<file path="src/pswd_pkg.sv">
// Package of constants and types for the pin-selectable watchdog
package pswd_pkg;
    // Clock rate in Hz
    localparam int unsigned CLK_HZ = 25000000;
    // Times in microseconds
    localparam longint unsigned T_30US = 30;
    localparam longint unsigned T_200US = 200;
    localparam longint unsigned T_SETTLE_US = 300;
    localparam longint unsigned T_1MS = 1000;
    localparam longint unsigned T_3MS = 3000;
    localparam longint unsigned T_10MS = 10000;
    localparam longint unsigned T_30MS = 30000;
    localparam longint unsigned T_100MS = 100000;
    localparam longint unsigned T_300MS = 300000;
    localparam longint unsigned T_1S = 1000000;
    localparam longint unsigned T_3S = 3000000;
    localparam longint unsigned T_10S = 10000000;
    localparam longint unsigned T_60S = 60000000;
    // Least pulse width in nanoseconds
    localparam longint unsigned T_MIN_PULSE_NS = 100;
    // Counter width for the longest period
    localparam int CNT_W = 32;
    // Disable code
    localparam logic [2:0] SEL_DISABLE = 3'h3;
    // Variant codes
    localparam logic [1:0] VAR_EQUAL = 2'h0;
    localparam logic [1:0] VAR_FIXED = 2'h1;
    localparam logic [1:0] VAR_EXTENDED = 2'h2;
    // Sentinel startup length meaning wait for first edge
    localparam logic [CNT_W-1:0] FIRST_EDGE = 32'hffffffff;
    // Least time to cycles, rounded up
    function automatic logic [CNT_W-1:0] us_to_cyc(input longint unsigned t_us);
        longint unsigned c;
        c = (t_us * longint'(CLK_HZ) + 64'd999999) / 64'd1000000;
        if (c < 1) c = 1;
        return c[CNT_W-1:0];
    endfunction
    // Least pulse width in cycles, rounded up
    localparam longint unsigned MIN_PULSE_CYC_L =
        (T_MIN_PULSE_NS * longint'(CLK_HZ) + 64'd999999999) / 64'd1000000000;
    localparam int MIN_PULSE_CYC = (MIN_PULSE_CYC_L < 1) ? 1 : int'(MIN_PULSE_CYC_L);
    // Main state machine
    typedef enum logic [4:0] {
        PSWD_SETTLE  = 5'b00001,
        PSWD_STARTUP = 5'b00010,
        PSWD_RUN     = 5'b00100,
        PSWD_FAULT   = 5'b01000,
        PSWD_OFF     = 5'b10000
    } pswd_state_e;
endpackage

</file>
<file path="src/pswd_if.sv">
// Interface carrying the synchronised strobe edge between the modules
`timescale 1ns/1ps
interface pswd_if;
    logic edge_seen; // One-cycle pulse per qualified strobe edge
    modport src (output edge_seen);
    modport dst (input edge_seen);
endinterface

</file>
<file path="src/pswd_strobe.sv">
// Strobe synchroniser, glitch filter and edge detector
`timescale 1ns/1ps
module pswd_strobe #(
    parameter int FILT_CYC = pswd_pkg::MIN_PULSE_CYC
) (
    input wire logic i_sys_clk,
    input wire logic i_sys_rst,
    input wire logic i_strobe_in,
    pswd_if.src o_edge
);
    import pswd_pkg::*;
    logic sync1_reg, sync2_reg; // Two-stage synchroniser
    logic stable_reg, stable_next; // Accepted filtered level
    logic [7:0] run_reg, run_next; // Cycles the raw level differs from accepted
    logic edge_reg, edge_next; // Registered edge pulse

    // Filter: a level must hold FILT_CYC cycles to count
    always_comb begin
        stable_next = stable_reg;
        run_next = 8'h00;
        edge_next = 1'b0;
        if (sync2_reg != stable_reg) begin
            run_next = run_reg + 8'h01;
            if (run_next >= 8'(FILT_CYC)) begin
                stable_next = sync2_reg;
                edge_next = 1'b1; // Both directions count
                run_next = 8'h00;
            end
        end
    end

    // Registers; the first synchroniser stage feeds only the second
    always_ff @(posedge i_sys_clk) begin
        if (i_sys_rst) begin
            sync1_reg <= 1'b0;
            sync2_reg <= 1'b0;
            stable_reg <= 1'b0;
            run_reg <= 8'h00;
            edge_reg <= 1'b0;
        end else begin
            sync1_reg <= i_strobe_in;
            sync2_reg <= sync1_reg;
            stable_reg <= stable_next;
            run_reg <= run_next;
            edge_reg <= edge_next;
        end
    end

    assign o_edge.edge_seen = edge_reg;
endmodule // pswd_strobe

</file>
<file path="src/pswd_top.sv">
// Pin-selectable watchdog supervisor top level
// What this block does
// - Steady strobe for full timeout gives fault
// - Every strobe edge clears the timeout counter
// - Asserting the fault clears the counter
// - Regular strobes keep fault output high
// - Open-drain variant: fault at least 100ms
// - Push-pull variant: fault at least 1ms
// - Startup at power-up and on selection change
// - No counting nor fault during startup
// - After startup, time timeout, fault on expiry
// - Equal variant: delay equals timeout, table
// - Fixed variant: 60s delay, own timeout table
// - Extended variant: separate delay, timeout tables
// - First-edge mode waits for first strobe edge
// - Code 011 disables watchdog in all variants
// - Edges count only after 100ns stable level
// - Strobes ignored in fault and timed startup
// - 300us settle after change, fault finishes first
// - Fault end restarts a full timeout
`timescale 1ns/1ps
module pswd_top #(
    parameter logic [1:0] VARIANT = pswd_pkg::VAR_EQUAL, // Timing table
    parameter bit OPEN_DRAIN = 1'b1, // Output pulse flavour
    parameter logic [31:0] SETTLE_CYC = pswd_pkg::us_to_cyc(pswd_pkg::T_SETTLE_US),
    parameter logic [31:0] PULSE_OD_CYC = pswd_pkg::us_to_cyc(pswd_pkg::T_100MS),
    parameter logic [31:0] PULSE_PP_CYC = pswd_pkg::us_to_cyc(pswd_pkg::T_1MS),
    parameter int TIME_SHIFT = 0 // Right shift of table periods for fast simulation
) (
    input wire logic i_sys_clk,
    input wire logic i_sys_rst,
    input wire logic i_strobe_in,
    input wire logic i_timing_sel_0,
    input wire logic i_timing_sel_1,
    input wire logic i_timing_sel_2,
    output logic o_fault_out_n,
    output logic o_fault_out_oe_n,
    output logic o_wd_active
);
    import pswd_pkg::*;
    // Every period is a count of i_sys_clk cycles taken at its minimum value.
    // TIME_SHIFT trades accuracy for run time in simulation only.
    // One counter is shared by all phases, since only one runs at a time.

    pswd_if strobe_bus (); // Edge pulses from the filter
    logic [2:0] sel_s1_reg, sel_s2_reg; // Selection synchroniser
    logic [2:0] sel_cur_reg, sel_cur_next; // Selection in force
    logic sel_chg_reg, sel_chg_next; // Pending change seen during fault
    pswd_state_e state_reg, state_next; // Main state
    logic [CNT_W-1:0] cnt_reg, cnt_next; // Shared period counter
    logic fault_n_reg, fault_n_next; // Output level
    logic oe_n_reg, oe_n_next; // Output enable, low drives
    logic act_reg, act_next; // Timeout timing active
    // Lookups below are pure decode of the code in force
    logic [CNT_W-1:0] dly_len, wd_len; // Decoded periods
    logic [CNT_W-1:0] pulse_len; // Output pulse width
    logic edge_ok; // Qualified strobe edge

    // Strobe filter and edge detector
    pswd_strobe u_strobe (
        .i_sys_clk(i_sys_clk),
        .i_sys_rst(i_sys_rst),
        .i_strobe_in(i_strobe_in),
        .o_edge(strobe_bus.src)
    );

    // Edges arrive already filtered and registered
    assign edge_ok = strobe_bus.edge_seen;
    assign pulse_len = OPEN_DRAIN ? PULSE_OD_CYC : PULSE_PP_CYC;

    // Shorten a table period, never below one cycle
    // A zero length would fault at once, so one cycle is the floor
    function automatic logic [CNT_W-1:0] shorten(input logic [CNT_W-1:0] c);
        logic [CNT_W-1:0] r;
        r = c >> TIME_SHIFT;
        if (r == '0) r = 32'h00000001;
        return r;
    endfunction

    // Decode startup and timeout lengths for the variant
    always_comb begin
        dly_len = shorten(us_to_cyc(T_1MS));
        wd_len = shorten(us_to_cyc(T_1MS));
        unique case (VARIANT)
            // Fixed variant: one long startup, seven timeouts
            VAR_FIXED: begin
                dly_len = shorten(us_to_cyc(T_60S));
                unique case (sel_cur_reg)
                    3'h0: wd_len = shorten(us_to_cyc(T_1MS));
                    3'h1: wd_len = shorten(us_to_cyc(T_3MS));
                    3'h2: wd_len = shorten(us_to_cyc(T_10MS));
                    3'h4: wd_len = shorten(us_to_cyc(T_100MS));
                    3'h5: wd_len = shorten(us_to_cyc(T_300MS));
                    3'h6: wd_len = shorten(us_to_cyc(T_3S));
                    3'h7: wd_len = shorten(us_to_cyc(T_60S));
                    default: wd_len = shorten(us_to_cyc(T_1MS)); // Disable code, unused length
                endcase
            end
            // Extended variant: separate startup and timeout tables
            VAR_EXTENDED: begin
                unique case (sel_cur_reg)
                    3'h0: begin
                        dly_len = shorten(us_to_cyc(T_3MS));
                        wd_len = shorten(us_to_cyc(T_3MS));
                    end
                    3'h1: begin
                        dly_len = shorten(us_to_cyc(T_3S));
                        wd_len = shorten(us_to_cyc(T_3S));
                    end
                    3'h2: begin
                        dly_len = shorten(us_to_cyc(T_60S));
                        wd_len = shorten(us_to_cyc(T_1S));
                    end
                    3'h4: begin
                        dly_len = shorten(us_to_cyc(T_200US));
                        wd_len = shorten(us_to_cyc(T_30US));
                    end
                    3'h5: begin
                        dly_len = FIRST_EDGE;
                        wd_len = shorten(us_to_cyc(T_1S));
                    end
                    3'h6: begin
                        dly_len = FIRST_EDGE;
                        wd_len = shorten(us_to_cyc(T_10S));
                    end
                    3'h7: begin
                        dly_len = shorten(us_to_cyc(T_60S));
                        wd_len = shorten(us_to_cyc(T_10S));
                    end
                    default: begin
                        dly_len = shorten(us_to_cyc(T_1MS)); // Disable code
                        wd_len = shorten(us_to_cyc(T_1MS));
                    end
                endcase
            end
            // Equal variant: one table serves both periods
            // Also the fallback for an unused variant code
            default: begin
                unique case (sel_cur_reg)
                    3'h0: wd_len = shorten(us_to_cyc(T_1MS));
                    3'h1: wd_len = shorten(us_to_cyc(T_10MS));
                    3'h2: wd_len = shorten(us_to_cyc(T_30MS));
                    3'h4: wd_len = shorten(us_to_cyc(T_100MS));
                    3'h5: wd_len = shorten(us_to_cyc(T_1S));
                    3'h6: wd_len = shorten(us_to_cyc(T_10S));
                    3'h7: wd_len = shorten(us_to_cyc(T_60S));
                    default: wd_len = shorten(us_to_cyc(T_1MS)); // Disable code
                endcase
                dly_len = wd_len; // Startup equals timeout
            end
        endcase
    end

    // Next-state logic for the watchdog sequence
    // Each state clears the shared counter on its way out,
    // so the next phase always starts counting from zero.
    always_comb begin
        state_next = state_reg;
        cnt_next = cnt_reg;
        sel_cur_next = sel_cur_reg;
        sel_chg_next = sel_chg_reg;
        fault_n_next = 1'b1;
        oe_n_next = 1'b1; // Released unless pulsing; push-pull drives high
        act_next = 1'b0;
        // Push-pull pin is driven at both levels
        if (!OPEN_DRAIN) begin
            oe_n_next = 1'b0;
        end
        // Selection change: fault finishes first, else settle now
        if (sel_s2_reg != sel_cur_reg) begin
            sel_cur_next = sel_s2_reg;
            if (state_reg == PSWD_FAULT) begin
                // Remember it; the running pulse keeps its full width
                sel_chg_next = 1'b1;
            end else begin
                // Any other phase drops its timing at once
                state_next = PSWD_SETTLE;
                cnt_next = '0;
            end
        end
        if (state_next == state_reg) begin
            unique case (state_reg)
                PSWD_SETTLE: begin
                    // Strobes ignored while settling
                    if (cnt_reg + 32'h00000001 >= SETTLE_CYC) begin
                        cnt_next = '0;
                        // Disable code parks the block instead of starting up
                        if (sel_cur_reg == SEL_DISABLE) begin
                            state_next = PSWD_OFF;
                        end else begin
                            state_next = PSWD_STARTUP;
                        end
                    end else begin
                        cnt_next = cnt_reg + 32'h00000001;
                    end
                end
                PSWD_STARTUP: begin
                    // No fault possible here; edges ignored unless first-edge mode
                    // Sentinel length: no timer, the first edge ends startup
                    if (dly_len == FIRST_EDGE) begin
                        if (edge_ok) begin
                            state_next = PSWD_RUN;
                            cnt_next = '0;
                        end
                    end else if (cnt_reg + 32'h00000001 >= dly_len) begin
                        state_next = PSWD_RUN;
                        cnt_next = '0;
                    end else begin
                        cnt_next = cnt_reg + 32'h00000001;
                    end
                end
                PSWD_RUN: begin
                    // Timeout timing; the status flag is set after the case
                    if (edge_ok) begin
                        // Host is alive: start the period again
                        cnt_next = '0;
                    end else if (cnt_reg + 32'h00000001 >= wd_len) begin
                        // Period used up with no edge: start the pulse
                        state_next = PSWD_FAULT;
                        cnt_next = '0;
                        fault_n_next = 1'b0;
                        oe_n_next = 1'b0;
                    end else begin
                        cnt_next = cnt_reg + 32'h00000001;
                    end
                end
                PSWD_FAULT: begin
                    // Edges ignored during the pulse
                    fault_n_next = 1'b0;
                    oe_n_next = 1'b0;
                    if (cnt_reg + 32'h00000001 >= pulse_len) begin
                        // Pulse complete: release the pin
                        fault_n_next = 1'b1;
                        oe_n_next = OPEN_DRAIN;
                        cnt_next = '0;
                        // A change in the last pulse cycle still counts: the flag is read before it clears
                        if (sel_chg_next) begin
                            state_next = PSWD_SETTLE;
                        end else begin
                            state_next = PSWD_RUN;
                        end
                        sel_chg_next = 1'b0;
                    end else begin
                        // Pulse still running
                        cnt_next = cnt_reg + 32'h00000001;
                    end
                end
                PSWD_OFF: begin
                    // Pin high, nothing counts; only a new code leaves
                    cnt_next = '0;
                end
                default: begin
                    // Illegal state code: recover through a fresh settle
                    state_next = PSWD_SETTLE;
                    cnt_next = '0;
                end
            endcase
        end
        // Status follows the state being entered, so it drops with the fault
        act_next = (state_next == PSWD_RUN);
    end

    // Pin synchronisers; only the second stage is read by logic
    always_ff @(posedge i_sys_clk) begin
        if (i_sys_rst) begin
            sel_s1_reg <= 3'h0;
            sel_s2_reg <= 3'h0;
        end else begin
            sel_s1_reg <= {i_timing_sel_2, i_timing_sel_1, i_timing_sel_0};
            sel_s2_reg <= sel_s1_reg;
        end
    end

    // Sequence registers; settle at reset stands for power-up
    always_ff @(posedge i_sys_clk) begin
        if (i_sys_rst) begin
            sel_cur_reg <= 3'h0;
            sel_chg_reg <= 1'b0;
            state_reg <= PSWD_SETTLE;
            cnt_reg <= '0;
            fault_n_reg <= 1'b1;
            oe_n_reg <= 1'b1;
            act_reg <= 1'b0;
        end else begin
            sel_cur_reg <= sel_cur_next;
            sel_chg_reg <= sel_chg_next;
            state_reg <= state_next;
            cnt_reg <= cnt_next;
            fault_n_reg <= fault_n_next;
            oe_n_reg <= oe_n_next;
            act_reg <= act_next;
        end
    end

    // Every output comes straight from a flip-flop
    assign o_fault_out_n = fault_n_reg;
    assign o_fault_out_oe_n = oe_n_reg;
    assign o_wd_active = act_reg;
endmodule // pswd_top

</file>
<file path="config.mk">
export PLATFORM = sky130hd
export DESIGN_NAME = pswd_top
export DESIGN_NICKNAME = d
export VERILOG_FILES = /design/src/pswd_pkg.sv /design/src/pswd_if.sv /design/src/pswd_strobe.sv /design/src/pswd_top.sv
export SDC_FILE = /design/constraint.sdc
export NUM_CORES = 1
export LEC_CHECK = 0
export BUFFER_PORTS_ARGS = -buffer_cell sky130_fd_sc_hd__buf_4
export CORE_UTILIZATION = 40
export CTS_BUF_LIST = sky130_fd_sc_hd__clkbuf_4 sky130_fd_sc_hd__clkbuf_8 sky130_fd_sc_hd__clkbuf_16
export DETAILED_ROUTE_END_ITERATION = 7
export GPL_TIMING_DRIVEN = 1
export SETUP_SLACK_MARGIN = 0.1
export SLEW_MARGIN = 30
export SYNTH_ARGS = -nofsm -noshare
export SYNTH_HDL_FRONTEND = slang
export SYNTH_HIERARCHICAL = 1
export SYNTH_SLANG_ARGS = --single-unit
</file>
<file path="constraint.sdc">
create_clock -name i_sys_clk -period 4.1 [get_ports i_sys_clk]
set_clock_uncertainty 0.15 [all_clocks]
set_input_delay 0.205 -clock i_sys_clk [delete_from_list [all_inputs] [get_ports i_sys_clk]]
set_output_delay 0.205 -clock i_sys_clk [all_outputs]
set_load 0.005 [all_outputs]
</file>
-- After elaboration in Yosys (flattened, before gate mapping)
Index checks and enable logic that the tools add are counted.
- add/subtract/negate cells: 2
- order comparisons: 4
- equal/unequal tests: 17
- mux-type cells: 34
- bitwise operators: 2
- reductions and logical operators: 4
- operators with widths (operator ; count):
    32-bit two-way mux ; 9
    31-bit one-hot mux with 6 select lines ; 1
    32-bit one-hot mux with 4 select lines ; 1
    5-bit two-way mux ; 11
    32-bit by 1-bit adder with 32-bit output (second input constant) ; 1
    32-bit == test (second input constant) ; 1
    32-bit by 13-bit greater-or-equal comparator with 1-bit output (second input constant) ; 1
    32-bit by 22-bit greater-or-equal comparator with 1-bit output (second input constant) ; 1
    32-bit greater-or-equal comparator ; 1
    5-bit one-hot mux with 5 select lines ; 1
    3-bit == test (second input constant) ; 4
    5-bit by 3-bit == test with 1-bit output (second input constant) ; 2
    1-bit two-way mux ; 9
    8-bit by 1-bit adder with 8-bit output (second input constant) ; 1
    8-bit by 2-bit greater-or-equal comparator with 1-bit output (second input constant) ; 1
    3-bit by 2-bit == test with 1-bit output (second input constant) ; 2
    5-bit by 1-bit == test with 1-bit output (second input constant) ; 1
    5-bit by 2-bit == test with 1-bit output (second input constant) ; 1
    5-bit by 4-bit == test with 1-bit output (second input constant) ; 1
    5-bit == test ; 1
    5-bit == test (second input constant) ; 1
    2-bit OR reduction ; 2
    3-bit by 1-bit == test with 1-bit output (second input constant) ; 1
    3-bit two-way mux ; 1
    6 further kinds ; 7
- bits in registers: 61
- input bits: 6
- output and inout port bits: 3
- logic and storage cells: 76

-- Logic depth before layout (Yosys ltp)
Gate-level depths: netlist of the first run.
- depth after elaboration: 8
- depth in mapped cells: 18
- gate-level depth less buffers: 16

-- Modules after synthesis
Netlist of the first run, hierarchy kept.
- modules (own cells, without submodules) (module ; instances ; cells each ; area an instance (µm²) ; seq. area each (µm²)):
    pswd_top ; 1 ; 459 ; 3951.3 ; 980.9
    pswd_strobe ; 1 ; 42 ; 432.9 ; 240.2

-- Worst setup path after synthesis of the first run
Ideal clock, no wire load.
- path type: reg-to-reg
- start point: register cnt_reg[0]
- end point: register cnt_reg[17]
- setup time: 74 ps
- arrival time: 3902 ps
- data required time: 3876 ps
- slack: -26 ps
- stages on the path, launching flop included: 19
- buffers on the path: 3
- period minus slack after synthesis: 4126 ps
- cells stage by stage: dfxtp_1 -> ha_1 -> buf_2 -> nand4_1 -> nor4_4 -> buf_6 -> nand3_1 -> xnor2_1 -> inv_1 -> ha_1 -> nand2_1 -> nor2_1 -> a211oi_1 -> nor2_1 -> a2111o_1 -> a2111oi_2 -> a211oi_4 -> buf_6 -> nor3b_2
- word-level cells in the longest chain between the ends: 6
- elaborated cells on any way between the ends: 11
- those cells by class: add/sub (1); order compare (3); mux (7)
- ends and longest elaborated chain (what ; RTL line ; text):
    from (decl) ; pswd_top.sv:50 ; logic [CNT_W-1:0] cnt_reg, cnt_next;
    from (signal assigned) ; pswd_top.sv:288 ; cnt_reg <= cnt_next;
    32-bit by 1-bit adder with 32-bit output * ; n/a ;
    32-bit greater-or-equal comparator ; pswd_top.sv:205, pswd_top.sv:217 ;
    32-bit two-way mux ; pswd_top.sv:205, pswd_top.sv:217 ;
    32-bit two-way mux (on tied branches) ; pswd_top.sv:214, pswd_top.sv:200 ;
    32-bit one-hot mux with 4 select lines * ; pswd_top.sv:182 ; unique case (state_reg)
    32-bit two-way mux * ; pswd_top.sv:181 ; if (state_next == state_reg) begin
Every way passes the cells marked *; elsewhere a longest branch is shown, timed or not.
A chain may end at the register's enable or synchronous reset.

-- Final worst setup path of the first run
- start point: register cnt_reg[12]
- end point: register cnt_reg[23]
The elaborated chain is that of the path after synthesis.

==> key figures, run 1 <==
Status
  – Status: finished, final reports clean

Yosys
  – Synth area leader: dfxtp_1
  – Post-Synthesis Cells: 501
  – Mean post-synth cell area: 8.75 um^2
  – Register area share after synthesis: 0.279
  – Most used DFF post-synth: dfxtp_1
  – Synth Register Bits: 61
  – Post-synth EDFFs: 0
  – Mapped Area: 0.00438 mm^2
  – Most frequent cell after synthesis: dfxtp_1
  – Synth cell count leaders: dfxtp_1, nor2_1, nand2_1, xnor2_1, ha_1
  – Top cells by area, synth: dfxtp_1, ha_1, xnor2_1
  – Synth async-reset ratio: 0
  – Synth unique cells: 72
  – Synth Warn #: 6
  – Share of the synthesized area in the top cell type: 0.279

Detailed routing
  – Detailed-route DRC error count: 0
  – DR pass1 iterations: 4
  – 1st-iter DRT viols: 230
  – Final WL: 10.3 mm
  – Routed WL per cell: 15.2 um
  – Vias/cell: 5.43
  – Post-DRT Antenna Nets: 0
  – Detailed-route via count: 3699

Timing
  – FMAX: 0.257 GHz
  – Max_slew headroom: 0.638
  – Setup TNS: 0 ps
  – RSZ-0062 raised after global routing: false
  – Final Worst Setup Slack: 210 ps
  – Slew @ Worst Pin: 543 ps
  – Final Hold Fails: 0
  – Min Hold Slack: 294 ps
  – Max Slew Vio Count: 0
  – Final worst-path cycle share: 0.949
  – Final Setup Violations: 0
  – Tmin final: 3890 ps

Floorplan
  – Die Area: 0.0114 mm^2
  – Number of I/O pins: 9
  – Initial Utilization: 0.419
  – Row count: 37
  – Die height: 107 um
  – Die X: 107 um
  – Core ar.: 0.0105 mm^2

Cells and area
  – Final core utilization: 0.497
  – Max reg flops: 32
  – Nets: 577
  – Final instance area: 0.00520 mm^2
  – Layout cell share with drive strength beyond 1: 0.290
  – Number of inserted diodes: 0
  – Syn-to-layout area delta: 18.7%
  – Layout Cells excl Fill: 681

Clocking
  – CTS Sinks: 61
  – Worst skew pair latency: 370 ps
  – Root buf cell: clkbuf_8
  – Cts bufs inserted: 9
  – TritonCTS clock tree: done
  – Clock edge transition at the registers on the reported setup and hold paths: 90 ps
  – CTS max path bufs: 2
  – H-tree Lvls: 3

Place
  – DP HPWL: 7.59 mm
  – DP Area: 0.00470 mm^2
  – I/O Buffers: 8
  – Placed insts: 648
  – Routability cong.: 0.926
  – Setup WS pre-CTS: 5.08 ps

Setup path
  – CP Capture Type: flop
  – CP Class: reg2reg
  – Critical Path RT: 4250 ps
  – Critical Path AT: 4040 ps
  – Crit path max fanout: 24
  – CP Launch Type: flop

Power and ir drop
  – Maximum VDD drop: 0.207 mV
  – Tot Pwr: 1.34 mW
  – Pint: 906 uW
  – Clk pwr share: 0.394
  – Switching part of the total power: 0.322
  – P_leak: 2.14 nW
  – Combinational share of power: 0.141
  – Sequential Power Share: 0.464
  – Psw: 431 uW
  – Pwr Density: 257 mW/mm^2

Global route
  – GR Util met3: 0.0517
  – M2 GR Usage: 0.311
  – Antenna violations before repair: 0
  – Global-route wire length before repair: 17.3 mm
  – Vias in the first global route: 3510
  – GRT Util Overall: 0.194
  – GR Util met1: 0.247
  – GR Overflow Total: 0
  – Gr busiest metal: met2
  – Pin count of the biggest net entering global routing: 32

Job
  – Max-cap violations: 0

Hold path
  – Hold Crit Class: reg2reg
logic make-up after synthesis:
group | synth area share
AOI/OAI and AO/OA | 0.109
and+or+nand+nor | 0.354
adders and majority gates | 0.0885
muxes | 0.0143
DFF | 0.279
xor gates and xnor gates | 0.102
buffers and inverters | 0.0528
other | 0.00171
path summary, 6_finish.rpt:
| kind | from | slack [ps] | cells past startpoint | end |
|---|---|---|---|---|
| hold reg to reg | sel_s1_reg[1] | 290 | 1 | sel_s2_reg[1] |
| hold / removal | sel_s1_reg[1] | 290 | 1 | sel_s2_reg[1] |
| setup / recovery | cnt_reg[12] | 210 | 15 | cnt_reg[23] |
| setup reg to reg | cnt_reg[12] | 210 | 15 | cnt_reg[23] |
cell type report:
class,instances,area (um^2)
clock buffers,9,124
clock inverters,7,65.1
fillers,978,5260
inverters,19,71.3
multi-input cells,397,3100
flip-flops and latches,61,1250
well taps,136,170
repair buffers,52,430
repair_timing:
| item | 4_1_cts | 5_1_grt |
|---|---|---|
| cloned | 0 | 1 |
| gates resized for setup | 5 | 39 |
| pin swaps | 0 | 15 |
| hold endpoints to repair | 12 | 0 |
| hold buffers | 9 | 0 |
| setup buffers | 0 | 7 |
| endpoints found under the setup margin | 33 | 37 |
worst max-delay path, cell delays in order (launching register included):
cell and delay (ps):
dfxtp_2 400, nand3_1 230, nor4_4 460, buf_6 180, nand3_1 190, xnor2_2 200, ha_1 330, and3_1 180
and3_1 210, nand4_1 110, o21ai_0 80, o21a_1 200, a2111oi_4 350, a211oi_4 140, buf_12 190, nor3b_2 180
cells in the final DEF (no fill, tap or decap), drive strengths merged, types with 4 or more instances in the layout:
cell type and count:
conb 7, nand2b 5, and3 11, buf 43, nor4 8, nor2 42
nor3b 21, and2 7, dlygate4sd3 9, or2 8, ha 31, nand4 17
o21ai 11, o31ai 4, nand2 43, nand3 27, o311ai 4, a21oi 17
dfxtp 61, nor2b 16, mux2i 4, clkbuf 9, xor2 14, inv 24
xnor2 34, nor3 25
layer usage:
| layer | wire [um] | part of all wire | vias up |
|---|---|---|---|
| li1 | - | - | 1847 |
| met1 | 4760 | 0.46 | 1740 |
| met2 | 4830 | 0.47 | 94 |
| met3 | 526 | 0.051 | 18 |
| met4 | 219 | 0.021 | 0 |
| met5 | 0 | 0 | - |
power groups by stage:
stage	Clock, mW	Sequential [mW]	Combinational (mW)
4_1_cts	0.546	0.623	0.189
5_1_grt	0.574	0.624	0.208
6_report	0.528	0.621	0.189
3_5_place_dp	0	0.636	0.181
2_1_floorplan	0	0.627	0.146
3_3_place_gp	0	0.636	0.178
Note: power is estimated with default switching activity, not from simulation.
==> run 2: changes to the inputs <==
CORE_ASPECT_RATIO = 0.6   (was not set)
==> run 2 against run 1 <==
Effect of this change: setup slack lost 37 ps; core utilization grew 3.2 points; critical path type unchanged; non-clock buffer count grew 12; combinational power grew 29%; routed wire length grew 16%; via count grew 5.1%; clock power grew 46%; die area grew 0.12%; first-iteration DRC count grew 48%; sequential power is essentially flat; register-to-register slack lost 40 ps; sequential cell count is the same.
==> key figures, run 2 (same netlist as run 1, synthesis figures left out) <==
Status
  – Status: finished, final reports clean (unchanged)

Floorplan
  – Initial Utilization: 0.414 (was 0.419)
  – Die height: 83.1 um (was 107 um)
  – Row count: 29 (was 37)
  – Number of I/O pins: 9 (unchanged)
  – Die X: 137 um (was 107 um)
  – Die Area: 0.0114 mm^2 (about the same)
  – Core ar.: 0.0106 mm^2 (was 0.0105 mm^2)

Cells and area
  – Commonest cells after routing, fill and taps aside: dfxtp_1, buf_4, nor2_1, nand2_1, ha_1 (was dfxtp_1, nor2_1, nand2_1, buf_4, ha_1)
  – Multi-input logic area: 0.00323 mm^2 (was 0.00310 mm^2)
  – Max reg flops: 32 (unchanged)
  – Register area: 0.00125 mm^2 (unchanged)
  – Number of inserted diodes: 0 (unchanged)
  – Layout cell share with drive strength beyond 1: 0.330 (was 0.290)
  – Layout Cells excl Fill: 696 (was 681)
  – Filler cells: 953 (was 978)
  – Final core utilization: 0.529 (was 0.497)
  – Nets: 589 (was 577)
  – Commonest non-fill, non-tap cell in the layout: dfxtp_1 (unchanged)
  – Syn-to-layout area delta: 27.9% (was 18.7%)

Setup path
  – CP Capture Type: flop (unchanged)
  – Setup crit end: cnt_reg[21] (was cnt_reg[23])
  – CP max stage delay: 580 ps (was 460 ps)
  – Critical Path RT: 4220 ps (was 4250 ps)
  – Cells traversed along the worst timing path: nand4_4 > or2_4 > or4_4 > nor2_4 > xor2_2 > ha_1 > nand4_1 > nor3_2 > a2111o_1 > a2111oi_4 > a211oi_4 > buf_6 > clkbuf_16 > nor3_2 (was nand3_1 > nor4_4 > buf_6 > nand3_1 > xnor2_2 > ha_1 > and3_1 > and3_1 > nand4_1 > o21ai_0 > o21a_1 > a2111oi_4 > a211oi_4 > buf_12 > nor3b_2)
  – Crit-path most repeated cell: nor3_2
  – CP Launch Type: flop (unchanged)
  – Crit path max fanout: 10 (was 24)
  – Reg2Reg Setup Slack: 170 ps (was 210 ps)
  – FF-to-FF path depth: 14 (was 15)
  – R2r startpoint: cnt_reg[11] (was cnt_reg[12])
  – Critical Path AT: 4040 ps (about the same)
  – CP Class: reg2reg (unchanged)
  – Crit-path slowest cell: or4_4 (was nor4_4)
  – Critical R2R Capture: cnt_reg[21] (was cnt_reg[23])
  – CP Launch Point: cnt_reg[11] (was cnt_reg[12])

Place
  – Placed insts: 650 (was 648)
  – I/O Buffers: 8 (unchanged)
  – DP HPWL: 7.97 mm (was 7.59 mm)
  – Routability cong.: 0.922 (was 0.926)

Hold path
  – WHS Path Cells: 1 (unchanged)
  – Hold Crit Class: reg2reg (unchanged)

Power and ir drop
  – Sequential Power Share: 0.380 (was 0.464)
  – Switching part of the total power: 0.282 (was 0.322)
  – P_leak: 2.36 nW (was 2.14 nW)
  – Combinational share of power: 0.149 (was 0.141)
  – Pwr Density: 292 mW/mm^2 (was 257 mW/mm^2)
  – Psw: 462 uW (was 431 uW)
  – Pint: 1.18 mW (was 906 uW)
  – Tot Pwr: 1.64 mW (was 1.34 mW)
  – Clk pwr share: 0.471 (was 0.394)
  – Maximum VDD drop: 0.198 mV (was 0.207 mV)

Detailed routing
  – Detailed-route DRC error count: 0 (unchanged)
  – Final WL: 12.0 mm (was 10.3 mm)
  – Detailed-route via count: 3889 (was 3699)
  – Vias/cell: 5.59 (was 5.43)
  – DR pass1 iterations: 5 (was 4)
  – Post-DRT Antenna Nets: 0 (unchanged)
  – 1st-iter DRT viols: 341 (was 230)
  – Routed WL per cell: 17.2 um (was 15.2 um)

Timing
  – Setup TNS: 0 ps (unchanged)
  – Max Slew Vio Count: 0 (unchanged)
  – Final worst-path cycle share: 0.958 (was 0.949)
  – Max_slew headroom: 0.594 (was 0.638)
  – Final Hold Fails: 0 (unchanged)
  – Slew @ Worst Pin: 610 ps (was 543 ps)
  – RSZ-0062 raised after global routing: true (was false)
  – Final Setup Violations: 0 (unchanged)
  – FMAX: 0.255 GHz (was 0.257 GHz)
  – Tmin final: 3930 ps (was 3890 ps)
  – Min Hold Slack: 288 ps (was 294 ps)

Clocking
  – Root buf cell: clkbuf_16 (was clkbuf_8)
  – CTS Sinks: 61 (unchanged)
  – Clock edge transition at the registers on the reported setup and hold paths: 60 ps (was 90 ps)
  – TritonCTS clock tree: done (unchanged)
  – CTS max path bufs: 2 (unchanged)
  – H-tree Lvls: 3 (unchanged)
  – Worst skew pair latency: 350 ps (was 370 ps)
  – Cts bufs inserted: 9 (unchanged)

Global route
  – GRT Util Overall: 0.205 (was 0.194)
  – GR Overflow Total: 0 (unchanged)
  – Vias in the first global route: 3494 (was 3510)
  – Global-route wire length before repair: 17.9 mm (was 17.3 mm)
  – Pin count of the biggest net entering global routing: 32 (unchanged)
  – Antenna violations before repair: 0 (unchanged)

Job
  – Max-cap violations: 0 (unchanged)
-- run 2: worst max-delay path: cells and delay by family (launching register included) --
| kind | cells | cell delay, ps |
|---|---|---|
| AOI/OAI and AO/OA | 3 | 1010 |
| DFF | 1 | 400 |
| buffers and inverters | 2 | 310 |
| adders and majority gates | 1 | 260 |
| xor gates and xnor gates | 1 | 170 |
| and+or+nand+nor | 7 | 1530 |
-- run 2: area by class of cell --
class	instances	area share
clock buffer	9	0.0402
clock inverter	7	0.0136
tap	139	0.0310
multi-input combinational	397	0.576
inverter	19	0.0127
sequential	61	0.223
timing repair buffer	64	0.104
-- run 2: power groups by stage --
stage | Sequential [mW] | Combinational, mW | Clock, mW
6_report | 0.622 | 0.244 | 0.772
5_1_grt | 0.624 | 0.260 | 0.811
4_1_cts | 0.623 | 0.193 | 0.784
3_5_place_dp | 0.636 | 0.188 | 0
3_3_place_gp | 0.636 | 0.183 | 0
2_1_floorplan | 0.627 | 0.146 | 0
-- run 2: metrics by stage --
step / worst slack, ps / cell area, um^2
2_1_floorplan: 122 / 4420
3_3_place_gp: 165 / 4710
3_5_place_dp: 101 / 4710
4_1_cts: 118 / 5090
5_1_grt: -11.0 / 5610
6_report: 173 / 5610
-- run 2: how the worst min path moves through the flow --
stage,startpoint,to,slack [ps]
after floorplan,i_sys_rst,u_strobe/sync1_reg,130
after global placement,i_timing_sel_2,sel_s1_reg[2],270
after CTS,sel_s1_reg[2],sel_s2_reg[2],290
after global routing,u_strobe/sync1_reg,u_strobe/sync2_reg,310
after detailed placement,i_timing_sel_2,sel_s1_reg[2],270
final,sel_s1_reg[2],sel_s2_reg[2],290
-- run 2: routing by layer --
metal | wire length [um] | global-route usage
met5 | 0 | 0
met4 | 150 | 0.0579
met3 | 940 | 0.0574
met2 | 5180 | 0.267
met1 | 5700 | 0.316
-- run 2: repair_timing --
item,CTS,global route
endpoints found under the hold margin,7,0
buffers inserted,0,19
pin swaps,0,30
gates cloned,0,3
hold buffers,8,0
endpoints found under the setup margin,22,37
resized for setup,1,74
==> run 3: changes to the inputs <==
CORE_UTILIZATION = 57   (was 40)
GPL_ROUTABILITY_DRIVEN = 0   (was not set)
PLACE_DENSITY = 0.76   (was not set)
==> run 3 against run 2 <==
Effect of this change: setup slack got worse by 29 ps; non-clock buffer count decreased by 7; routed wire length decreased by 2.7%; via count decreased by 0.80%; design area decreased by 2.6%; core utilization increased by 21 points.
==> key figures, run 3 (same netlist as run 1, synthesis figures left out) <==
Floorplan
  – Number of I/O pins: 9 (unchanged)
  – Die height: 69.9 um (was 83.1 um)
  – Initial Utilization: 0.596 (was 0.414)
  – Core ar.: 0.00736 mm^2 (was 0.0106 mm^2)
  – Die X: 115 um (was 137 um)
  – Die Area: 0.00806 mm^2 (was 0.0114 mm^2)
  – Row count: 24 (was 29)

Timing
  – Final Setup Violations: 0 (unchanged)
  – Final worst-path cycle share: 0.965 (was 0.958)
  – Max Slew Vio Count: 0 (unchanged)
  – Tmin final: 3960 ps (was 3930 ps)
  – Slew @ Worst Pin: 616 ps (was 610 ps)
  – FMAX: 0.253 GHz (was 0.255 GHz)
  – Setup TNS: 0 ps (unchanged)
  – Max_slew headroom: 0.588 (was 0.594)
  – Final Hold Fails: 0 (unchanged)

Setup path
  – CP Capture Type: flop (unchanged)
  – WP buf/inv: 5 (was 2)
  – Cells traversed along the worst timing path: ha_4 > nand4_1 > buf_6 > nor4_4 > buf_4 > nand3_1 > xor2_2 > inv_1 > ha_1 > nand4_1 > nor3_2 > a2111o_1 > a2111oi_4 > a211oi_4 > buf_12 > clkbuf_16 > nor3_2 (was nand4_4 > or2_4 > or4_4 > nor2_4 > xor2_2 > ha_1 > nand4_1 > nor3_2 > a2111o_1 > a2111oi_4 > a211oi_4 > buf_6 > clkbuf_16 > nor3_2)
  – CP Class: reg2reg (unchanged)
  – CP max stage delay: 400 ps (was 580 ps)
  – CP Launch Type: flop (unchanged)
  – Cell class contributing the biggest share of worst-path delay: simple AND/OR/NAND/NOR gates (unchanged)
  – Critical Path RT: 4200 ps (was 4220 ps)
  – Crit-path slowest cell: a2111o_1 (was or4_4)
  – Crit path max fanout: 8 (was 10)
  – Critical Path AT: 4060 ps (was 4040 ps)

Detailed routing
  – Post-DRT Antenna Nets: 0 (unchanged)
  – Vias/cell: 5.90 (was 5.59)
  – DR pass1 iterations: 5 (unchanged)
  – 1st-iter DRT viols: 377 (was 341)
  – Routed WL per cell: 17.8 um (was 17.2 um)
  – Detailed-route DRC error count: 0 (unchanged)
  – Detailed-route via count: 3858 (was 3889)
  – Final WL: 11.7 mm (was 12.0 mm)

Cells and area
  – Commonest non-fill, non-tap cell in the layout: dfxtp_1 (unchanged)
  – Max reg flops: 32 (unchanged)
  – Number of inserted diodes: 0 (unchanged)
  – Commonest cells after routing, fill and taps aside: dfxtp_1, buf_4, nor2_1, nand2_1, ha_1 (unchanged)
  – Layout cell share with drive strength beyond 1: 0.320 (was 0.330)
  – Nets: 582 (was 589)
  – Final instance area: 0.00546 mm^2 (was 0.00561 mm^2)
  – Syn-to-layout area delta: 24.6% (was 27.9%)

Global route
  – Global-route wire length before repair: 17.5 mm (was 17.9 mm)
  – Pin count of the biggest net entering global routing: 27 (was 32)
  – Antenna violations before repair: 0 (unchanged)
  – GR Overflow Total: 0 (unchanged)
  – GRT Util Overall: 0.286 (was 0.205)
  – Vias in the first global route: 3553 (was 3494)

Place
  – I/O Buffers: 8 (unchanged)
  – DP Area: 0.00469 mm^2 (was 0.00471 mm^2)
  – DP HPWL: 8.23 mm (was 7.97 mm)

Power and ir drop
  – Maximum VDD drop: 0.251 mV (was 0.198 mV)
  – Pwr Density: 295 mW/mm^2 (was 292 mW/mm^2)
  – P_leak: 2.27 nW (was 2.36 nW)

Clocking
  – Cts bufs inserted: 9 (unchanged)
  – TritonCTS clock tree: done (unchanged)
  – CTS Sinks: 61 (unchanged)
  – CTS max path bufs: 2 (unchanged)
  – H-tree Lvls: 3 (unchanged)
  – Clock edge transition at the registers on the reported setup and hold paths: 60 ps (about the same)
  – Worst skew pair latency: 330 ps (was 350 ps)
  – Root buf cell: clkbuf_16 (unchanged)

Status
  – Status: finished, final reports clean (unchanged)

Job
  – Max-cap violations: 0 (unchanged)

Hold path
  – Hold Crit Class: in2reg (was reg2reg)
[run 3: final timing paths]
path | slack [ps] | depth (start not counted) | startpoint | endpoint
max reg2reg | 140 | 17 | cnt_reg[1] | cnt_reg[18]
max | 140 | 17 | cnt_reg[1] | cnt_reg[18]
min | 9 | 2 | i_sys_rst | sel_cur_reg[0]
min reg2reg | 290 | 1 | sel_s1_reg[2] | sel_s2_reg[2]
[run 3: through the flow]
stage	instances	worst slack [ps]	hold WS [ps]	util	total power [mW]
5_1_grt	654	-11.0	28.1	0.743	1.66
2_1_floorplan	506	122	127	-	0.774
3_5_place_dp	620	-45.5	271	0.638	0.819
4_1_cts	643	105	8.26	0.693	1.58
6_report	654	144	9.31	0.743	1.61
3_3_place_gp	620	95.9	265	0.638	0.814
[run 3: repair_timing]
item                       4_1_cts  5_1_grt
hold buffers                     4        0
setup endpoints to repair       31       37
gates cloned                     0        1
hold endpoints to repair         4        0
buffers inserted                 3       10
pin swaps                        4       25
gates resized for setup          7       52
[run 3: power by group]
| part | internal, mW | leakage [nW] | switching, mW |
|---|---|---|---|
| clock network | 0.471 | 0.138 | 0.287 |
| logic | 0.0894 | 1.63 | 0.138 |
| registers | 0.608 | 0.503 | 0.0177 |
[run 3: final cells by class]
cell class	instances	area (um^2)
well taps	104	130
repair buffers	57	512
clock inverters	7	75.1
fillers	499	1890
multi-input cells	397	3210
inverters	19	71.3
clock buffers	9	225
flip-flops and latches	61	1240
[run 3: metal layers]
metal / vias up / GRT usage / part of all wire
met5: - / 0 / 0
met4: 0 / 0.0909 / 0.012
met3: 20 / 0.0773 / 0.076
met2: 182 / 0.414 / 0.44
met1: 1805 / 0.408 / 0.47
li1: 1851 / - / -
